==> src/rtl/dpsc_consts.vh <==
// Constants for the sample-clock synthesizer control block.
// Assumes inclusion by bare name from design files only.
`ifndef DPSC_CONSTS_VH
`define DPSC_CONSTS_VH
// ----------------------------------------
// Register offsets
// ----------------------------------------
`define DPSC_ADDR_IRQ_ENABLE 12'h01f
`define DPSC_ADDR_IRQ_STATUS 12'h023
`define DPSC_ADDR_CONTROL 12'h083
`define DPSC_ADDR_STATUS 12'h084
`define DPSC_ADDR_FB_DIV 12'h085
`define DPSC_ADDR_OSC_DIV 12'h08b
`define DPSC_ADDR_REF_DIV 12'h08c
`define DPSC_ADDR_OSC_LEVEL 12'h1b6
`define DPSC_ADDR_OSC_BIAS 12'h1bb
// ----------------------------------------
// Field positions
// ----------------------------------------
`define DPSC_CTL_ENABLE_BIT 4
`define DPSC_CTL_RECAL_BIT 7
`define DPSC_ST_LOCK_BIT 1
`define DPSC_ST_CAL_DONE_BIT 5
`define DPSC_ST_LOW_EDGE_BIT 6
`define DPSC_ST_HIGH_EDGE_BIT 7
`define DPSC_IRQ_LOST_BIT 6
`define DPSC_IRQ_LOCK_BIT 7
// ----------------------------------------
// Reset values and sizes
// ----------------------------------------
`define DPSC_RST_CONTROL 8'h80
`define DPSC_RST_ZERO 8'h00
`define DPSC_BAND_LAST 9'h1ff
`define DPSC_BAND_START 9'h100
// ----------------------------------------
// Timing counts
// ----------------------------------------
`define DPSC_CP_CAL_CYCLES 8'h40
`define DPSC_BAND_SETTLE_CYCLES 8'h10
`define DPSC_LOCK_HOLD_CYCLES 8'h20
`endif

==> src/rtl/dpsc_edge_sync.v <==
// Three-stage synchroniser with agreement filter and edge pulses.
// Assumes an asynchronous level input and one clock.
`timescale 1ns/10ps
module dpsc_edge_sync (
  // Clock and reset
  input wire clk_in,
  input wire nrst_in,
  // Level in and out
  input wire async_in,
  output wire level_out,
  output wire rise_out,
  output wire fall_out
);
  reg s1_reg;
  reg s2_reg;
  reg s3_reg;
  reg level_reg;
  reg prev_reg;
  always @(posedge clk_in) begin
    if (!nrst_in) begin
      s1_reg <= 1'b0;
      s2_reg <= 1'b0;
      s3_reg <= 1'b0;
      level_reg <= 1'b0;
      prev_reg <= 1'b0;
    end else begin
      s1_reg <= async_in;
      s2_reg <= s1_reg;
      s3_reg <= s2_reg;
      // Change counts once stages two and three agree
      if (s2_reg == s3_reg) begin
        level_reg <= s3_reg;
      end
      prev_reg <= level_reg;
    end
  end
  assign level_out = level_reg;
  assign rise_out = level_reg & ~prev_reg;
  assign fall_out = ~level_reg & prev_reg;
endmodule // dpsc_edge_sync

==> src/rtl/dpsc_pll_ctrl.v <==
// Control and status for the sample-clock synthesizer: register port,
// start-up sequencing, automatic band search, lock and band-edge status.
// Assumes analog comparators on pins and a single-cycle register port.
//
// Notes on behaviour
// RULE1: Band search picks one of 512 oscillator bands without software help.
// RULE2: Software writes level 0x49 below 8.69 GHz, 0x4d at or above.
// RULE3: Software writes bias 0x15, 0x13 or 0x04 by oscillator frequency.
// RULE4: Software puts oscillator divider code in bits 1:0 of osc_output_divider.
// RULE5: Software puts feedback ratio in all eight bits of feedback_divider.
// RULE6: Software puts reference divider code in bits 2:0 of reference_divider.
// RULE7: Synthesizer starts only when control bit 4 is one, set last.
// RULE8: Status bit 5 rises when calibration finishes with valid result.
// RULE9: Status bit 1 is high while the loop is locked.
// RULE10: Status bit 7 marks upper band edge, bit 6 lower band edge.
// RULE11: Writing control bit 7 zero then one reruns calibration.
// RULE12: Lock and lost-lock interrupts gated by enable bits 7:6.
// RULE13: Interrupt status bits 7:6 show and clear lock events.
// RULE14: Software writes fixed settings before dividers, chosen in advance.
// RULE15: Charge pump calibrates automatically on first enable.
// RULE16: Reference code 1..4 selects divide by 2, 4, 8, 16.
// RULE17: Oscillator code 1..3 selects divide by 4, 8, 16.
// RULE18: Software keeps feedback ratio between 6 and 127.
// RULE19: Lock status sets on rise, lost on fall, held until cleared.
`timescale 1ns/10ps
`include "dpsc_consts.vh"
module dpsc_pll_ctrl (
  // Clock and reset
  input wire clk_in,
  input wire nrst_in,
  // Register port
  input wire [11:0] reg_addr_in,
  input wire reg_wr_in,
  input wire reg_rd_in,
  input wire [7:0] reg_wdata_in,
  output wire [7:0] reg_rdata_out,
  output wire reg_ack_out,
  // Analog comparators from the oscillator and detector
  input wire lock_detect_in,
  input wire band_high_in,
  input wire band_low_in,
  input wire tune_above_in,
  // Analog controls
  output wire [8:0] osc_band_out,
  output wire pll_power_out,
  output wire cp_cal_out,
  output wire [7:0] feedback_div_ratio_out,
  output wire [4:0] ref_div_ratio_out,
  output wire [4:0] osc_div_ratio_out,
  output wire [7:0] osc_level_out,
  output wire [7:0] osc_bias_out,
  // Interrupt request, active high
  output wire irq_out
);
  // ----------------------------------------
  // Decoding functions
  // ----------------------------------------
  // Unlisted codes fall back to the smallest ratio
  function [4:0] ref_ratio_of;
    input [2:0] code;
    begin
      case (code)
        3'h1: ref_ratio_of = 5'h02;
        3'h2: ref_ratio_of = 5'h04;
        3'h3: ref_ratio_of = 5'h08;
        3'h4: ref_ratio_of = 5'h10;
        default: ref_ratio_of = 5'h02;
      endcase
    end
  endfunction
  function [4:0] osc_ratio_of;
    input [1:0] code;
    begin
      case (code)
        2'h1: osc_ratio_of = 5'h04;
        2'h2: osc_ratio_of = 5'h08;
        2'h3: osc_ratio_of = 5'h10;
        default: osc_ratio_of = 5'h04;
      endcase
    end
  endfunction
  function hit;
    input [11:0] a;
    input [11:0] b;
    begin
      hit = (a == b);
    end
  endfunction
  // ----------------------------------------
  // State machine codes
  // ----------------------------------------
  localparam ST_IDLE = 3'h0;
  localparam ST_CP_CAL = 3'h1;
  localparam ST_BAND = 3'h2;
  localparam ST_SETTLE = 3'h3;
  localparam ST_LOCK_WAIT = 3'h4;
  localparam ST_RUN = 3'h5;
  // ----------------------------------------
  // Registers
  // ----------------------------------------
  reg [7:0] irq_enable_reg;
  reg [7:0] irq_status_reg;
  reg [7:0] control_reg;
  reg [7:0] fb_div_reg;
  reg [7:0] osc_div_reg;
  reg [7:0] ref_div_reg;
  reg [7:0] osc_level_reg;
  reg [7:0] osc_bias_reg;
  reg [7:0] rdata_reg;
  reg ack_reg;
  reg [2:0] state_reg;
  reg [2:0] state_next;
  reg [7:0] count_reg;
  reg [7:0] count_next;
  reg [8:0] band_reg;
  reg [8:0] band_next;
  reg [8:0] step_reg;
  reg [8:0] step_next;
  reg cp_done_reg;
  reg cal_done_reg;
  reg cal_done_next;
  reg recal_req_reg;
  wire lock_lvl;
  wire lock_rise;
  wire lock_fall;
  wire high_lvl;
  wire low_lvl;
  wire above_lvl;
  wire enable_bit;
  wire wr_ctl;
  wire wr_irq_status;
  wire [7:0] status_view;
  wire locked;
  // ----------------------------------------
  // Pin synchronisers
  // ----------------------------------------
  dpsc_edge_sync u_lock_sync (
    .clk_in(clk_in),
    .nrst_in(nrst_in),
    .async_in(lock_detect_in),
    .level_out(lock_lvl),
    .rise_out(),
    .fall_out()
  );
  dpsc_edge_sync u_high_sync (
    .clk_in(clk_in),
    .nrst_in(nrst_in),
    .async_in(band_high_in),
    .level_out(high_lvl),
    .rise_out(),
    .fall_out()
  );
  dpsc_edge_sync u_low_sync (
    .clk_in(clk_in),
    .nrst_in(nrst_in),
    .async_in(band_low_in),
    .level_out(low_lvl),
    .rise_out(),
    .fall_out()
  );
  dpsc_edge_sync u_above_sync (
    .clk_in(clk_in),
    .nrst_in(nrst_in),
    .async_in(tune_above_in),
    .level_out(above_lvl),
    .rise_out(),
    .fall_out()
  );
  // ----------------------------------------
  // Lock qualification
  // ----------------------------------------
  // Lock counts only once the search has settled in run state
  reg lock_q_reg;
  assign locked = (state_reg == ST_RUN) & lock_lvl;
  assign lock_rise = locked & ~lock_q_reg;
  assign lock_fall = ~locked & lock_q_reg;
  assign enable_bit = control_reg[`DPSC_CTL_ENABLE_BIT];
  assign wr_ctl = reg_wr_in & hit(reg_addr_in, `DPSC_ADDR_CONTROL);
  assign wr_irq_status = reg_wr_in & hit(reg_addr_in, `DPSC_ADDR_IRQ_STATUS);
  // ----------------------------------------
  // Register writes
  // ----------------------------------------
  // RULE4 RULE5 RULE6: divider fields
  always @(posedge clk_in) begin
    if (!nrst_in) begin
      irq_enable_reg <= `DPSC_RST_ZERO;
      control_reg <= `DPSC_RST_CONTROL;
      fb_div_reg <= `DPSC_RST_ZERO;
      osc_div_reg <= `DPSC_RST_ZERO;
      ref_div_reg <= `DPSC_RST_ZERO;
      osc_level_reg <= `DPSC_RST_ZERO;
      osc_bias_reg <= `DPSC_RST_ZERO;
      recal_req_reg <= 1'b0;
    end else begin
      if (reg_wr_in & hit(reg_addr_in, `DPSC_ADDR_IRQ_ENABLE)) begin
        irq_enable_reg <= reg_wdata_in & 8'hc0;
      end
      if (wr_ctl) begin
        control_reg <= reg_wdata_in & 8'h90;
      end
      if (reg_wr_in & hit(reg_addr_in, `DPSC_ADDR_FB_DIV)) begin
        fb_div_reg <= reg_wdata_in;
      end
      if (reg_wr_in & hit(reg_addr_in, `DPSC_ADDR_OSC_DIV)) begin
        osc_div_reg <= reg_wdata_in & 8'h03;
      end
      if (reg_wr_in & hit(reg_addr_in, `DPSC_ADDR_REF_DIV)) begin
        ref_div_reg <= reg_wdata_in & 8'h07;
      end
      // RULE2 RULE3: tuning words held as written
      if (reg_wr_in & hit(reg_addr_in, `DPSC_ADDR_OSC_LEVEL)) begin
        osc_level_reg <= reg_wdata_in;
      end
      if (reg_wr_in & hit(reg_addr_in, `DPSC_ADDR_OSC_BIAS)) begin
        osc_bias_reg <= reg_wdata_in;
      end
      // RULE11: rising recal bit requests a new search
      if (wr_ctl & reg_wdata_in[`DPSC_CTL_RECAL_BIT] & ~control_reg[`DPSC_CTL_RECAL_BIT]) begin
        recal_req_reg <= 1'b1;
      end else if (state_reg == ST_BAND) begin
        recal_req_reg <= 1'b0;
      end
    end
  end
  // ----------------------------------------
  // Interrupt status
  // ----------------------------------------
  // RULE19 RULE13: set wins over write-one clear
  always @(posedge clk_in) begin
    if (!nrst_in) begin
      irq_status_reg <= `DPSC_RST_ZERO;
      lock_q_reg <= 1'b0;
    end else begin
      lock_q_reg <= locked;
      irq_status_reg[`DPSC_IRQ_LOCK_BIT] <= lock_rise |
        (irq_status_reg[`DPSC_IRQ_LOCK_BIT] & ~(wr_irq_status & reg_wdata_in[`DPSC_IRQ_LOCK_BIT]));
      irq_status_reg[`DPSC_IRQ_LOST_BIT] <= lock_fall |
        (irq_status_reg[`DPSC_IRQ_LOST_BIT] & ~(wr_irq_status & reg_wdata_in[`DPSC_IRQ_LOST_BIT]));
    end
  end
  // RULE12: enable gates each source
  assign irq_out = |(irq_status_reg & irq_enable_reg & 8'hc0);
  // ----------------------------------------
  // Calibration and band search
  // ----------------------------------------
  // Binary search over nine bits; tune_above says the band is too high
  always @* begin
    state_next = state_reg;
    count_next = count_reg;
    band_next = band_reg;
    step_next = step_reg;
    cal_done_next = cal_done_reg;
    case (state_reg)
      // RULE7: nothing starts until enable is set
      ST_IDLE: begin
        cal_done_next = 1'b0;
        if (enable_bit) begin
          count_next = `DPSC_CP_CAL_CYCLES;
          // RULE15: charge pump only on first enable
          state_next = cp_done_reg ? ST_BAND : ST_CP_CAL;
        end
      end
      ST_CP_CAL: begin
        count_next = count_reg - 8'h01;
        if (count_reg == 8'h01) begin
          state_next = ST_BAND;
        end
      end
      // RULE1: search starts mid range
      ST_BAND: begin
        band_next = `DPSC_BAND_START;
        step_next = `DPSC_BAND_START;
        count_next = `DPSC_BAND_SETTLE_CYCLES;
        cal_done_next = 1'b0;
        state_next = ST_SETTLE;
      end
      ST_SETTLE: begin
        count_next = count_reg - 8'h01;
        if (count_reg == 8'h01) begin
          count_next = `DPSC_BAND_SETTLE_CYCLES;
          if (step_reg == 9'h000) begin
            count_next = `DPSC_LOCK_HOLD_CYCLES;
            state_next = ST_LOCK_WAIT;
          end else begin
            step_next = {1'b0, step_reg[8:1]};
            if (above_lvl) begin
              band_next = (band_reg & ~step_reg) | {1'b0, step_reg[8:1]};
            end else begin
              band_next = band_reg | {1'b0, step_reg[8:1]};
            end
          end
        end
      end
      // RULE8: done once the chosen band has settled
      ST_LOCK_WAIT: begin
        count_next = count_reg - 8'h01;
        if (count_reg == 8'h01) begin
          cal_done_next = 1'b1;
          state_next = ST_RUN;
        end
      end
      ST_RUN: begin
        // RULE11: recalibration reruns the search
        if (recal_req_reg) begin
          state_next = ST_BAND;
        end
      end
      default: begin
        state_next = ST_IDLE;
      end
    endcase
    if (!enable_bit) begin
      state_next = ST_IDLE;
    end
  end
  always @(posedge clk_in) begin
    if (!nrst_in) begin
      state_reg <= ST_IDLE;
      count_reg <= 8'h00;
      band_reg <= `DPSC_BAND_START;
      step_reg <= 9'h000;
      cal_done_reg <= 1'b0;
      cp_done_reg <= 1'b0;
    end else begin
      state_reg <= state_next;
      count_reg <= count_next;
      band_reg <= band_next;
      step_reg <= step_next;
      cal_done_reg <= cal_done_next;
      if (state_reg == ST_CP_CAL && count_reg == 8'h01) begin
        cp_done_reg <= 1'b1;
      end
    end
  end
  // ----------------------------------------
  // Status view and read port
  // ----------------------------------------
  // RULE9 RULE10: live lock and band-edge bits
  assign status_view = {high_lvl & cal_done_reg, low_lvl & cal_done_reg, cal_done_reg, 3'h0, locked, 1'b0};
  always @(posedge clk_in) begin
    if (!nrst_in) begin
      rdata_reg <= 8'h00;
      ack_reg <= 1'b0;
    end else begin
      ack_reg <= reg_rd_in | reg_wr_in;
      if (reg_rd_in) begin
        case (reg_addr_in)
          `DPSC_ADDR_IRQ_ENABLE: rdata_reg <= irq_enable_reg;
          `DPSC_ADDR_IRQ_STATUS: rdata_reg <= irq_status_reg;
          `DPSC_ADDR_CONTROL: rdata_reg <= control_reg;
          `DPSC_ADDR_STATUS: rdata_reg <= status_view;
          `DPSC_ADDR_FB_DIV: rdata_reg <= fb_div_reg;
          `DPSC_ADDR_OSC_DIV: rdata_reg <= osc_div_reg;
          `DPSC_ADDR_REF_DIV: rdata_reg <= ref_div_reg;
          `DPSC_ADDR_OSC_LEVEL: rdata_reg <= osc_level_reg;
          `DPSC_ADDR_OSC_BIAS: rdata_reg <= osc_bias_reg;
          default: rdata_reg <= 8'h00;
        endcase
      end
    end
  end
  assign reg_rdata_out = rdata_reg;
  assign reg_ack_out = ack_reg;
  // ----------------------------------------
  // Analog controls
  // ----------------------------------------
  assign osc_band_out = band_reg;
  assign pll_power_out = enable_bit;
  assign cp_cal_out = (state_reg == ST_CP_CAL);
  assign feedback_div_ratio_out = fb_div_reg;
  // RULE16: reference ratio decode
  assign ref_div_ratio_out = ref_ratio_of(ref_div_reg[2:0]);
  // RULE17: oscillator ratio decode
  assign osc_div_ratio_out = osc_ratio_of(osc_div_reg[1:0]);
  assign osc_level_out = osc_level_reg;
  assign osc_bias_out = osc_bias_reg;
endmodule // dpsc_pll_ctrl

==> config.mk <==
export PLATFORM = sky130hd
export DESIGN_NAME = dpsc_pll_ctrl
export DESIGN_NICKNAME = d
export VERILOG_FILES = /design/src/rtl/dpsc_edge_sync.v /design/src/rtl/dpsc_pll_ctrl.v
export VERILOG_INCLUDE_DIRS = /design/src /design/src/rtl
export SDC_FILE = /design/constraint.sdc
export NUM_CORES = 1
export LEC_CHECK = 0
export BUFFER_PORTS_ARGS = -buffer_cell sky130_fd_sc_hd__buf_2
export CAP_MARGIN = 20
export CELL_PAD_IN_SITES_DETAIL_PLACEMENT = 0
export CELL_PAD_IN_SITES_GLOBAL_PLACEMENT = 1
export CORE_MARGIN = 10
export CORE_UTILIZATION = 37
export CTS_CLUSTER_SIZE = 30
export DETAILED_ROUTE_END_ITERATION = 10
export PLACE_DENSITY = 0.75
export REMOVE_ABC_BUFFERS = 1
export SLEW_MARGIN = 20
export SYNTH_ARGS = -nofsm -noshare
export SYNTH_HDL_FRONTEND = slang
export SYNTH_SLANG_ARGS = --single-unit
==> constraint.sdc <==
create_clock -name clk_in -period 2.3 [get_ports clk_in]
set_clock_uncertainty 0.2 [all_clocks]
set_input_delay 0.575 -clock clk_in [delete_from_list [all_inputs] [get_ports clk_in]]
set_output_delay 0.575 -clock clk_in [all_outputs]
set_load 0.01 [all_outputs]
Word-level counts from Yosys, hierarchy flattened
Cells that the tools add are included.
{ "word_totals": {"output_inout_bits": 55, "elab_cells": 138, "register_bits": 93} }
{ "classes": {"n_reduce_logical": 15, "n_eq_ne": 31, "bitwise": 32, "n_mux": 25, "addsub": 1} }
{ "ops": {"columns": ["cell", "count"], "rows": [
  ["8-bit case mux with 9 select lines", 1],
  ["12-bit by 8-bit == test with 1-bit output, second input constant", 5],
  ["9-bit two-way mux", 5],
  ["9-bit case mux with 2 select lines", 2],
  ["8-bit case mux with 4 select lines", 1],
  ["12-bit by 9-bit == test with 1-bit output, second input constant", 2],
  ["1-bit AND", 19],
  ["9-bit by 8-bit bitwise OR with 9-bit output", 2],
  ["3-bit case mux with 6 select lines", 1],
  ["8-bit two-way mux", 2],
  ["3-bit two-way mux", 5],
  ["5-bit case mux with 3 select lines", 1],
  ["12-bit by 5-bit == test with 1-bit output, second input constant", 1],
  ["12-bit by 6-bit == test with 1-bit output, second input constant", 1],
  ["3-bit by 2-bit == test with 1-bit output, second input constant", 4],
  ["2-bit != test, second input constant", 6],
  ["5-bit case mux with 2 select lines", 1],
  ["9-bit AND", 1],
  ["3-bit == test, second input constant", 3],
  ["9-bit zero test", 1],
  ["9-bit NOT", 1],
  ["8-bit AND", 1],
  ["8-bit by 1-bit == test with 1-bit output, second input constant", 1],
  ["8-bit by 1-bit subtractor with 8-bit output, second input constant", 1],
  ["18 further kinds", 36]
]} }

Logic depth before layout (Yosys ltp)
Gate-level depths: netlist (run 1).
{ "depth": {"word_depth": 7, "depth_mapped": 8, "depth_no_buf": 7} }

By module
Synthesis (run 1) repeated with hierarchy kept, for this count alone.
{ "unflattened": {"hier_cells": 527, "hier_area_um2": 4405.5} }
{ "modules_own_cells": {"columns": ["mod", "area_per_inst_um2", "instances", "cells_per_inst"], "rows": [
  ["dpsc_pll_ctrl", 3784.9, 1, 471],
  ["dpsc_edge_sync", 155.1, 4, 14]
]} }

Worst setup path after synthesis (run 1)
OpenSTA, ideal clock, no wires.
{ "synth_path": {"kind": "input to register", "from": "input port reg_addr_in[9]", "to": "register rdata_reg[6] (netlist: reg_rdata_out[6])", "setup_time_ns": 0.076, "path_slack_ns": -0.197, "path_stages": 7, "arrival_time_ns": 2.221, "path_cell_list": "or4_1 -> buf_2 -> nor3_1 -> buf_2 -> nand4_1 -> a41oi_1 -> a21boi_0"} }
{ "synth_via": {"elab_chain_cells": 2, "word_cells_on_any_way": 10} }
{ "synth_rtl": {"columns": ["item", "line", "source"], "rows": [
  ["start, declared", "dpsc_pll_ctrl.v:32", "input wire [11:0] reg_addr_in,"],
  ["12-bit by 9-bit == test with 1-bit output, or another cell as far along", "dpsc_pll_ctrl.v:347", "case (reg_addr_in)"],
  ["8-bit case mux with 9 select lines (*)", "dpsc_pll_ctrl.v:347", null],
  ["end signal, assigned", "dpsc_pll_ctrl.v:348", "`DPSC_ADDR_IRQ_ENABLE: rdata_reg <= irq_enable_reg;"],
  ["end signal, assigned", "dpsc_pll_ctrl.v:349", "`DPSC_ADDR_IRQ_STATUS: rdata_reg <= irq_status_reg;"],
  ["end signal, assigned", "dpsc_pll_ctrl.v:350", "`DPSC_ADDR_CONTROL: rdata_reg <= control_reg;"],
  ["end, declared", "dpsc_pll_ctrl.v:109", "reg [7:0] rdata_reg;"]
]} }
Mark *: on every way between the ends. The rest lies on a longest branch, timed or not.
A chain may end at the register's enable or synchronous reset.

Worst setup path after layout (run 1)
{ "layout_path": {"from": "register count_reg[2]", "to": "register state_reg[0]"} }
{ "layout_via": {"elab_chain_cells": 3, "word_cells_on_any_way": 5} }
{ "layout_rtl": {"columns": ["item", "line", "source"], "rows": [
  ["start, declared", "dpsc_pll_ctrl.v:113", "reg [7:0] count_reg;"],
  ["start signal, assigned", "dpsc_pll_ctrl.v:326", "count_reg <= count_next;"],
  ["8-bit by 1-bit == test with 1-bit output (*)", "dpsc_pll_ctrl.v:265, dpsc_pll_ctrl.v:279, dpsc_pll_ctrl.v:297", null],
  ["2-bit != test (no line) or 2-bit by 1-bit != test with 1-bit output (tied branches)", null, null],
  ["5-bit AND reduction (no line) (*)", null, null],
  ["end signal, assigned", "dpsc_pll_ctrl.v:325", "state_reg <= state_next;"],
  ["end, declared", "dpsc_pll_ctrl.v:111", "reg [2:0] state_reg;"]
]} }
Marked as above.

==> reports/results.ini, run 1 <==
[status]
status = complete, no violations

[drt]
wl_microns = 13200
drt_iter0_drc = 321
detail-route-antenna-nets = 0
route.vias.total = 4260
avgViaCountPerCell = 5.47
wl_per_cell_microns = 16.9
drt_first_pass_iters = 6
drc_errors = 0

[clock_tree]
root_buffer = clkbuf_16
path_clk_slew_ps = 60
htreeDepth = 3
numCtsBuffers = 9
cts_sinks = 93
cts_tree = built
clk_path_buf_depth = 2
clk_latency_ps = 350

[sta]
holdWs_ps = 234
min_period_ps = 2270
rsz0062_at_grt = yes
final-hold-violation-count = 0
final.period_utilization_pct = 98.8
setup_viol = 0
clock.fmax_mhz = 440
slew_viol_final = 0
layout_setup_ws_ps = 28.0
finalSetupTns_ps = 0

[setup_path]
cp.arrival_ps = 2310
r2r-start = count_reg[2]
crit_type = reg2reg
cp_max_fo = 5
critPathCaptureType = flip-flop
start_kind = flip-flop
r2r_setup_slack_ps = 30
reg2reg_to = state_reg[0]
worst-r2r-cell-count = 6
cp.required_ps = 2340

[cells_and_area]
multi_input_area_sq_um = 2230
regArea_sq_um = 1860
n_fill_cell = 1144
layoutNonFillerInstCount = 779
antenna-diode-count = 0
nets = 662
final_core_util_pct = 48.3
drive_above_1_share_pct = 26.6
area_growth_syn_to_layout_pct = 28.6
design_area_sq_um = 5470

[worst_hold_path]
hold_start = band_high_in
holdPathStages = 2
min_to = u_high_sync.s1_reg
hp-class = in2reg

[placement]
globalplace.congestion = 0.881
detailed_place_hpwl_microns = 9730
io_buffers = 79
dp.cells = 762
dp_slack_ps = -329
postPlaceCellArea_sq_um = 5150

[yosys]
synth_edf_count = 0
avgSynthCellArea_sq_um = 8.32
yosysWarnings = 0
synth_cell_types = 66
syn_inst = 511
async_reset_ff_share_pct = 0
synthFlopType = dfxtp_1
syn_area_sq_um = 4250
ys_seq_elements = 93
yosysSeqAreaShare_pct = 43.8

[power]
leakagePower_nw = 2.28
cellPowerDensity_nw_per_um2 = 594
power.total_mw = 3.25
vdd_ir_drop_max_mv = 0.365

[grt]
grt_pass1_wl_microns = 21000
antenna_found_initial = 0
grt_pass1_vias = 4112
grt_max_degree = 61
grtUsageTotal_pct = 15.7
overflow = 0

[floorplan]
dieWidth_microns = 127
dieArea_sq_um = 16200
boundaryPins = 83
fp.dieH_microns = 127
row_count = 39
core-area_sq_um = 11300
initial_utilization_pct = 37.6

[flow_run]
max_cap_violations = 0

-- report_power, final --
group          total [mW]  switching, mW  internal, mW
logic               0.143         0.0897        0.0533
clock network        1.48          0.614         0.869
registers            1.62        0.00326          1.62
-- worst max-delay path by stage --
stage / cells after the start / slack (ps) / end / startpoint
2_1_floorplan: 5 / -1040 / osc_level_out[0] / reg_addr_in[9]
5_1_grt: 5 / -50 / osc_band_out[4] / count_reg[2]
3_3_place_gp: 8 / -300 / osc_bias_out[6] / reg_addr_in[9]
4_1_cts: 5 / 10 / osc_band_out[4] / count_reg[2]
6_report: 6 / 30 / state_reg[0] / count_reg[2]
3_5_place_dp: 8 / -330 / reg_rdata_out[5] / reg_addr_in[9]
-- final cells by class --
class,count,area share (%)
tap,143,3.27
timing repair buffer,139,15.8
multi-input combinational,379,40.9
sequential,93,34.1
clock inverter,3,0.846
clock buffer,12,4.51
inverter,10,0.686
-- cells by family after synthesis --
kind of cell | synth area share (%)
adder cells (fa/ha/maj) | 0.588
AND/OR/NAND/NOR | 26.7
flip-flops | 43.8
multiplexers | 2.62
other | 0.0882
XOR/XNOR | 0.618
AO/OA/AOI/OAI | 21.4
buffers and inverters | 4.21
-- cell usage in the layout, fill, tap and decap left out, types with 7 or more instances in the layout --
cell | synthesis | routed
a21o_1 | 8 | 8
a21oi_1 | 55 | 55
a22o_1 | 9 | 9
a31oi_1 | 7 | 7
and2_1 | 16 | 16
buf_2 | 5 | 80
buf_4 | 3 | 56
clkbuf_16 | 0 | 9
dfxtp_1 | 93 | 92
inv_1 | 10 | 9
mux2i_1 | 10 | 10
nand2_1 | 72 | 72
nand3_1 | 40 | 40
nor2_1 | 27 | 27
nor3_1 | 15 | 15
o21ai_0 | 21 | 14
o21ai_1 | 3 | 10
-- what timing repair did --
| action | 4_1_cts | 5_1_grt |
|---|---|---|
| pin swaps | 2 | 7 |
| hold endpoints to repair | 0 | 0 |
| hold buffers | 0 | 0 |
| cloned | 0 | 1 |
| setup endpoints to repair | 17 | 29 |
| buffers inserted | 0 | 1 |
| gates resized for setup | 1 | 12 |
-- worst max-delay path, stage by stage (launching register included) --
cell and delay, ps:
dfxtp_1 310, or4_4 550, or3_4 400, a221oi_1 280, buf_4 170, mux2i_1 190
nor2_1 50
-- cells in the mapped netlist (2+ instances only) --
cell,number,area [sq um]
ha_1,2,25.0
and3_1,4,25.0
clkbuf_1,21,78.8
nor4b_1,2,17.5
mux2i_1,10,100
nand4b_1,2,17.5
buf_4,3,22.5
nor4_1,3,18.8
o211ai_1,3,22.5
nor2_1,27,101
or3b_2,4,35.0
a22o_1,9,78.8
nand2b_1,6,37.5
xnor2_1,2,17.5
dfxtp_1,93,1860
nor3b_1,6,45.0
o21ai_0,21,105
o22ai_1,2,12.5
nor3_1,15,75.1
nand4_1,6,37.5
a41oi_1,2,17.5
a21oi_1,55,275
a211oi_1,2,15.0
a222oi_1,4,40.0
buf_2,5,25.0
a221oi_1,5,43.8
a22oi_1,3,22.5
a31oi_1,7,43.8
a21boi_0,4,30.0
a21o_1,8,60.1
inv_1,10,37.5
and2_1,16,100
nand2_1,72,270
nand3_1,40,200
a32o_1,3,30.0
o21a_1,2,15.0
o21ai_1,3,15.0
-- routing by layer --
layer / vias up / global-route usage, % / part of all wire, %
li1: 2096 / - / -
met1: 2009 / 18.9 / 44
met2: 141 / 26.1 / 47
met3: 14 / 4.67 / 7.1
met4: 0 / 5.22 / 1.2
met5: - / 0 / 0
Note: power is estimated with default switching activity, not from simulation.
==> inputs of run 2 (changes only) <==
--- a/config.mk
+++ b/config.mk
@@ -10,7 +10,6 @@
 export CAP_MARGIN = 20
 export CELL_PAD_IN_SITES_DETAIL_PLACEMENT = 0
 export CELL_PAD_IN_SITES_GLOBAL_PLACEMENT = 1
-export CORE_MARGIN = 10
 export CORE_UTILIZATION = 37
 export CTS_CLUSTER_SIZE = 30
 export DETAILED_ROUTE_END_ITERATION = 10
@@ -19,4 +18,5 @@
 export SLEW_MARGIN = 20
 export SYNTH_ARGS = -nofsm -noshare
 export SYNTH_HDL_FRONTEND = slang
+export SYNTH_HIERARCHICAL = 1
 export SYNTH_SLANG_ARGS = --single-unit
==> run 2 against run 1 <==
- worst hold slack improved by 1.4 ps
- sequential power about the same
- final cell count decreased by 0.51%
- largest cell class unchanged
- via count decreased by 1.3%
- non-clock buffer count decreased by 1
==> reports/results.ini, run 2 <==
[drt]
wl_per_cell_microns = 15.9  ; -6.0%
wl_microns = 12300  ; -6.4%
drt_iter0_drc = 264  ; -18%
avgViaCountPerCell = 5.43  ; -0.78%
drc_errors = 0  ; unchanged
route.vias.total = 4205  ; -1.3%
detail-route-antenna-nets = 0  ; unchanged
drt_first_pass_iters = 5  ; -1

[cells_and_area]
area_growth_syn_to_layout_pct = 29.6
final_cell_mix = 93 x dfxtp_1, 83 x nand2_1, 79 x buf_2
antenna-diode-count = 0  ; unchanged
nets = 661  ; -0.15%
final_core_util_pct = 49.9  ; +1.5 points
final_common_cell = dfxtp_1
drive_above_1_share_pct = 25.8  ; -0.75 points

[worst_hold_path]
hp-class = reg2reg
hold_start = u_lock_sync/s1_reg

[sta]
clock.fmax_mhz = 445  ; +1.1%
min_period_ps = 2250  ; -24.6 ps
slew_viol_final = 0  ; unchanged
slew_headroom_pct = 60.1
setup_viol = 0  ; unchanged
worstMarginPinSlew_ps = 599
final.period_utilization_pct = 97.7  ; -1.1 points
final-hold-violation-count = 0  ; unchanged
layout_setup_ws_ps = 52.5  ; +24.6 ps
rsz0062_at_grt = no

[clock_tree]
cts_hold_buf = 0  ; unchanged
htreeDepth = 3  ; unchanged
root_buffer = clkbuf_16
clk_path_buf_depth = 2  ; unchanged
cts_tree = built
path_clk_slew_ps = 60  ; about the same
clk_latency_ps = 340  ; about the same
numCtsBuffers = 9  ; unchanged
cts_sinks = 93  ; unchanged

[grt]
grt_max_degree = 52  ; -15%
antenna_found_initial = 0  ; unchanged
grt_pass1_wl_microns = 19400  ; -7.7%
overflow = 0  ; unchanged
grt_pass1_vias = 3845  ; -6.5%
grtUsageTotal_pct = 21.1  ; +5.4 points

[setup_path]
crit_path_top_delay_cell = or4_4
r2r_setup_slack_ps = 210  ; +180 ps
r2r-start = count_reg[2]
cp.arrival_ps = 2310  ; about the same
start_kind = primary input
reg2reg_to = state_reg[1]
cp_max_fo = 4  ; -1
crit_path_start = reg_addr_in[9]
worst-r2r-cell-count = 5  ; -1
critPathCaptureType = flip-flop
cp.required_ps = 2360  ; +20 ps
cp.depth = 7  ; +1
crit_end = recal_req_reg
max_stage_delay_ps = 570  ; +20 ps
critical-path-top-delay-family = simple AND/OR/NAND/NOR gates
crit_chain = buf_2 -> or4_4 -> nor3_4 -> buf_4 -> nand3_2 -> or3b_1 -> a21oi_1
crit_type = in2reg
worstPathBufferInverterCount = 2  ; +1

[floorplan]
row_count = 38  ; -2.6%
dieArea_sq_um = 11900  ; -26%
initial_utilization_pct = 38.5  ; +0.92 points
fp.dieH_microns = 109  ; -14%
core-area_sq_um = 11000  ; -2.6%
dieWidth_microns = 109  ; -14%
boundaryPins = 83  ; unchanged

[placement]
detailed_place_hpwl_microns = 8930  ; -8.2%
io_buffers = 79  ; unchanged
globalplace.congestion = 0.871  ; -1.1%
dp_slack_ps = -338  ; -9.35 ps

[power]
clkPwrFrac_pct = 47.5  ; +1.9 points
p_sw_mw = 0.701  ; -0.74%
switching_share_pct = 20.7  ; -1.1 points
p_comb_share_pct = 4.6  ; +0.2 points
vdd_ir_drop_max_mv = 0.486  ; +33%
internal_power_mw = 2.69  ; +5.8%
cellPowerDensity_nw_per_um2 = 617  ; +3.8%
pwr-share-seq_pct = 47.9  ; -2.1 points
leakagePower_nw = 2.23  ; -2.3%

[yosys]
yosysWarnings = 6  ; +6
syn_inst = 511  ; unchanged
syn_area_sq_um = 4250  ; -0.18%
avgSynthCellArea_sq_um = 8.31  ; -0.18%

[flow_run]
max_cap_violations = 0  ; unchanged

[status]
status = complete, no violations

[run 2: worst min path at each step]
stage,slack (ps),end,cells past startpoint
finish,240,u_lock_sync/s2_reg,1
CTS,230,u_low_sync/s2_reg,1
floorplan,210,u_above_sync/s2_reg,1
detailed placement,220,u_low_sync/s2_reg,1
global placement,210,u_above_sync/s2_reg,1
global route,240,u_above_sync/s1_reg,2
[run 2: metal layers]
metal / part of all wire [%] / GRT usage [%]
met1: 49 / 29.7
met2: 44 / 32.2
met3: 5.4 / 3.53
met4: 1.7 / 8.11
met5: 0 / 0
[run 2: metrics by stage]
stage / total power [mW] / hold WS [ps] / cell area [sq um] / setup TNS [ps] / std cells
floorplan: 1.70 / 212 / 4120 / -5760 / 482
global placement: 1.81 / 214 / 5140 / -5560 / 758
detailed placement: 1.81 / 218 / 5140 / -6090 / 758
CTS: 3.41 / 232 / 5480 / 0 / 775
global route: 3.50 / 242 / 5500 / 0 / 775
finish: 3.39 / 235 / 5500 / 0 / 775
[run 2: cell type report]
cell class / count / area, sq um
clock buffers: 12 / 256
clock inverters: 3 / 68.8
fillers: 1038 / 5530
inverters: 11 / 41.3
multi-input cells: 378 / 2230
flip-flops and latches: 93 / 1860
well taps: 140 / 175
repair buffers: 138 / 863
[run 2: worst register-to-register path: cells and delay by family, from the launching register on]
kind / cells / cell delay [ps]
AOI/OAI and AO/OA: 2 / 510
DFF: 1 / 380
and+or+nand+nor: 3 / 880
[run 2: power groups by stage]
stage	Clock (mW)	Sequential, mW	Combinational [mW]
2_1_floorplan	0	1.66	0.0412
3_3_place_gp	0	1.66	0.149
3_5_place_dp	0	1.66	0.153
4_1_cts	1.63	1.62	0.154
5_1_grt	1.70	1.62	0.168
6_report	1.61	1.62	0.155
[run 2: repair_timing]
| item | 4_1_cts | 5_1_grt |
|---|---|---|
| setup endpoints to repair | 1 | 11 |
| pin swaps | 1 | 1 |
| setup buffers | 2 | 0 |
| resized for setup | 0 | 4 |
==> inputs of run 3 (changes only) <==
--- a/config.mk
+++ b/config.mk
@@ -10,10 +10,11 @@
 export CAP_MARGIN = 20
 export CELL_PAD_IN_SITES_DETAIL_PLACEMENT = 0
 export CELL_PAD_IN_SITES_GLOBAL_PLACEMENT = 1
-export CORE_UTILIZATION = 37
+export CORE_UTILIZATION = 38
+export CTS_BUF_LIST = sky130_fd_sc_hd__clkbuf_4
 export CTS_CLUSTER_SIZE = 30
 export DETAILED_ROUTE_END_ITERATION = 10
-export PLACE_DENSITY = 0.75
+export PLACE_DENSITY = 0.76
 export REMOVE_ABC_BUFFERS = 1
 export SLEW_MARGIN = 20
 export SYNTH_ARGS = -nofsm -noshare
==> run 3 against run 2 <==
- worst hold slack worse by 120 ps
- combinational power up 3%
- design area fell by 3.8%
- die area is 2.6% lower
- wire length down 2.6%
- highest routed layer unchanged
- sequential power is essentially flat
- critical path type unchanged
- via count shrank 1.5%
- non-clock buffer count down 3
==> reports/results.ini, run 3 (synthesized netlist as in run 2, its figures left out) <==
[cells_and_area]
layoutNonFillerInstCount = 773  ; -0.26%
drive_above_1_share_pct = 25.6  ; -0.23 points
nets = 658  ; -0.45%
final_common_cell = dfxtp_1
design_area_sq_um = 5290  ; -3.8%
antenna-diode-count = 0  ; unchanged
area_growth_syn_to_layout_pct = 24.6
final_cell_mix = 90 x dfxtp_1, 84 x nand2_1, 79 x buf_2

[placement]
dp_slack_ps = -357  ; -18.4 ps
detailed_place_hpwl_microns = 8770  ; -1.8%
io_buffers = 79  ; unchanged
globalplace.congestion = 0.897  ; +2.9%
dp.cells = 757  ; -0.13%
postPlaceCellArea_sq_um = 5120  ; -0.39%

[floorplan]
row_count = 38  ; unchanged
boundaryPins = 83  ; unchanged
dieArea_sq_um = 11600  ; -2.6%
dieWidth_microns = 108  ; -1.3%
core-area_sq_um = 10800  ; -1.7%
initial_utilization_pct = 39.2  ; +0.68 points
fp.dieH_microns = 108  ; -1.3%

[grt]
grtUsageMet2_pct = 32.8  ; +0.62 points
grt_use_met3_pct = 3.63  ; +0.11 points
grtUsageMet1_pct = 30.2  ; +0.54 points
grt_pass1_wl_microns = 19300  ; -0.36%
grt-busiest-layer = met2
grt_pass1_vias = 3787  ; -1.5%
grtUsageTotal_pct = 21.5  ; +0.43 points
grt_max_degree = 52  ; unchanged
overflow = 0  ; unchanged
antenna_found_initial = 0  ; unchanged

[clock_tree]
cts_hold_buf = 0  ; unchanged
htreeDepth = 3  ; unchanged
root_buffer = clkbuf_4
clk_path_buf_depth = 2  ; unchanged
cts_tree = built
clk_latency_ps = 450  ; +110 ps
path_clk_slew_ps = 140  ; +80 ps
cts_sinks = 93  ; unchanged
numCtsBuffers = 9  ; unchanged

[drt]
drt_iter0_drc = 272  ; +3.0%
drt_first_pass_iters = 5  ; unchanged
wl_microns = 12000  ; -2.6%
avgViaCountPerCell = 5.36  ; -1.3%
detail-route-antenna-nets = 0  ; unchanged
route.vias.total = 4141  ; -1.5%
wl_per_cell_microns = 15.5  ; -2.3%
drc_errors = 0  ; unchanged

[flow_run]
max_cap_violations = 0  ; unchanged

[sta]
rsz0062_at_grt = no
slew_viol_final = 0  ; unchanged
final-hold-violation-count = 0  ; unchanged
final.period_utilization_pct = 96.4  ; -1.4 points
worstMarginPinSlew_ps = 942  ; +343 ps
min_period_ps = 2220  ; -31.2 ps
clock.fmax_mhz = 451  ; +1.4%
setup_viol = 0  ; unchanged
slew_headroom_pct = 36.8  ; -23 points
layout_setup_ws_ps = 83.7  ; +31.2 ps

[setup_path]
crit_type = in2reg
cp.required_ps = 2440  ; +80 ps
cp_max_fo = 9  ; +5
start_kind = primary input
cp.arrival_ps = 2360  ; +50 ps
critPathCaptureType = flip-flop

[worst_hold_path]
hp-class = in2reg

[status]
status = complete, no violations

[power]
vdd_ir_drop_max_mv = 0.297  ; -39%
leakagePower_nw = 2.12  ; -4.8%
cellPowerDensity_nw_per_um2 = 527  ; -14%

run 3: per-layer routing:
metal  vias up  part of all wire (%)  wire length [microns]
met5         -                     0                      0
met2       132                    44                   5280
li1       2062                     -                      -
met3        19                   6.9                    826
met4         0                   2.1                    246
met1      1928                    47                   5640
run 3: metrics by stage:
step	hold slack, ps	power [mW]	util (%)	setup TNS, ps
5_1_grt	81.6	2.90	48.8	0
6_report	113	2.79	48.8	0
3_3_place_gp	213	1.81	47.2	-6540
2_1_floorplan	212	1.70	-	-5760
4_1_cts	82.8	2.82	48.8	0
3_5_place_dp	221	1.82	47.2	-6170
run 3: worst max-delay path: stages:
cell and delay (ps):
buf_2 150, buf_4 170, or4bb_1 510, nor4_2 230, buf_4 240, nand2_1 250, nand2_1 150, a21oi_1 70
run 3: timing repair:
item                       4_1_cts  5_1_grt
gates cloned                     0        0
setup endpoints to repair        1        4
buffers inserted                 0        0
gates resized for setup          1        3
run 3: path summary, 6_finish.rpt:
check                                    to  slack (ps)  cells after the start                from
setup / recovery  feedback_div_ratio_out[3]          80                      8      reg_addr_in[3]
hold reg to reg          u_high_sync/s2_reg         250                      1  u_high_sync/s1_reg
setup reg to reg               state_reg[1]         170                      7        count_reg[1]
hold / removal          u_above_sync/s1_reg         110                      2       tune_above_in
run 3: final cells by class:
type,count,area (sq um)
fillers,1087,5550
multi-input cells,378,2220
flip-flops and latches,93,1870
repair buffers,135,828
well taps,140,175
clock inverters,6,87.6
clock buffers,10,75.1
inverters,11,41.3
run 3: where the power goes:
| part | switching (mW) | total (mW) | internal (mW) |
|---|---|---|---|
| clock network | 0.556 | 1.01 | 0.451 |
| registers | 0.00334 | 1.62 | 1.62 |
| logic | 0.0941 | 0.159 | 0.0646 |
| total | 0.654 | 2.79 | 2.14 |
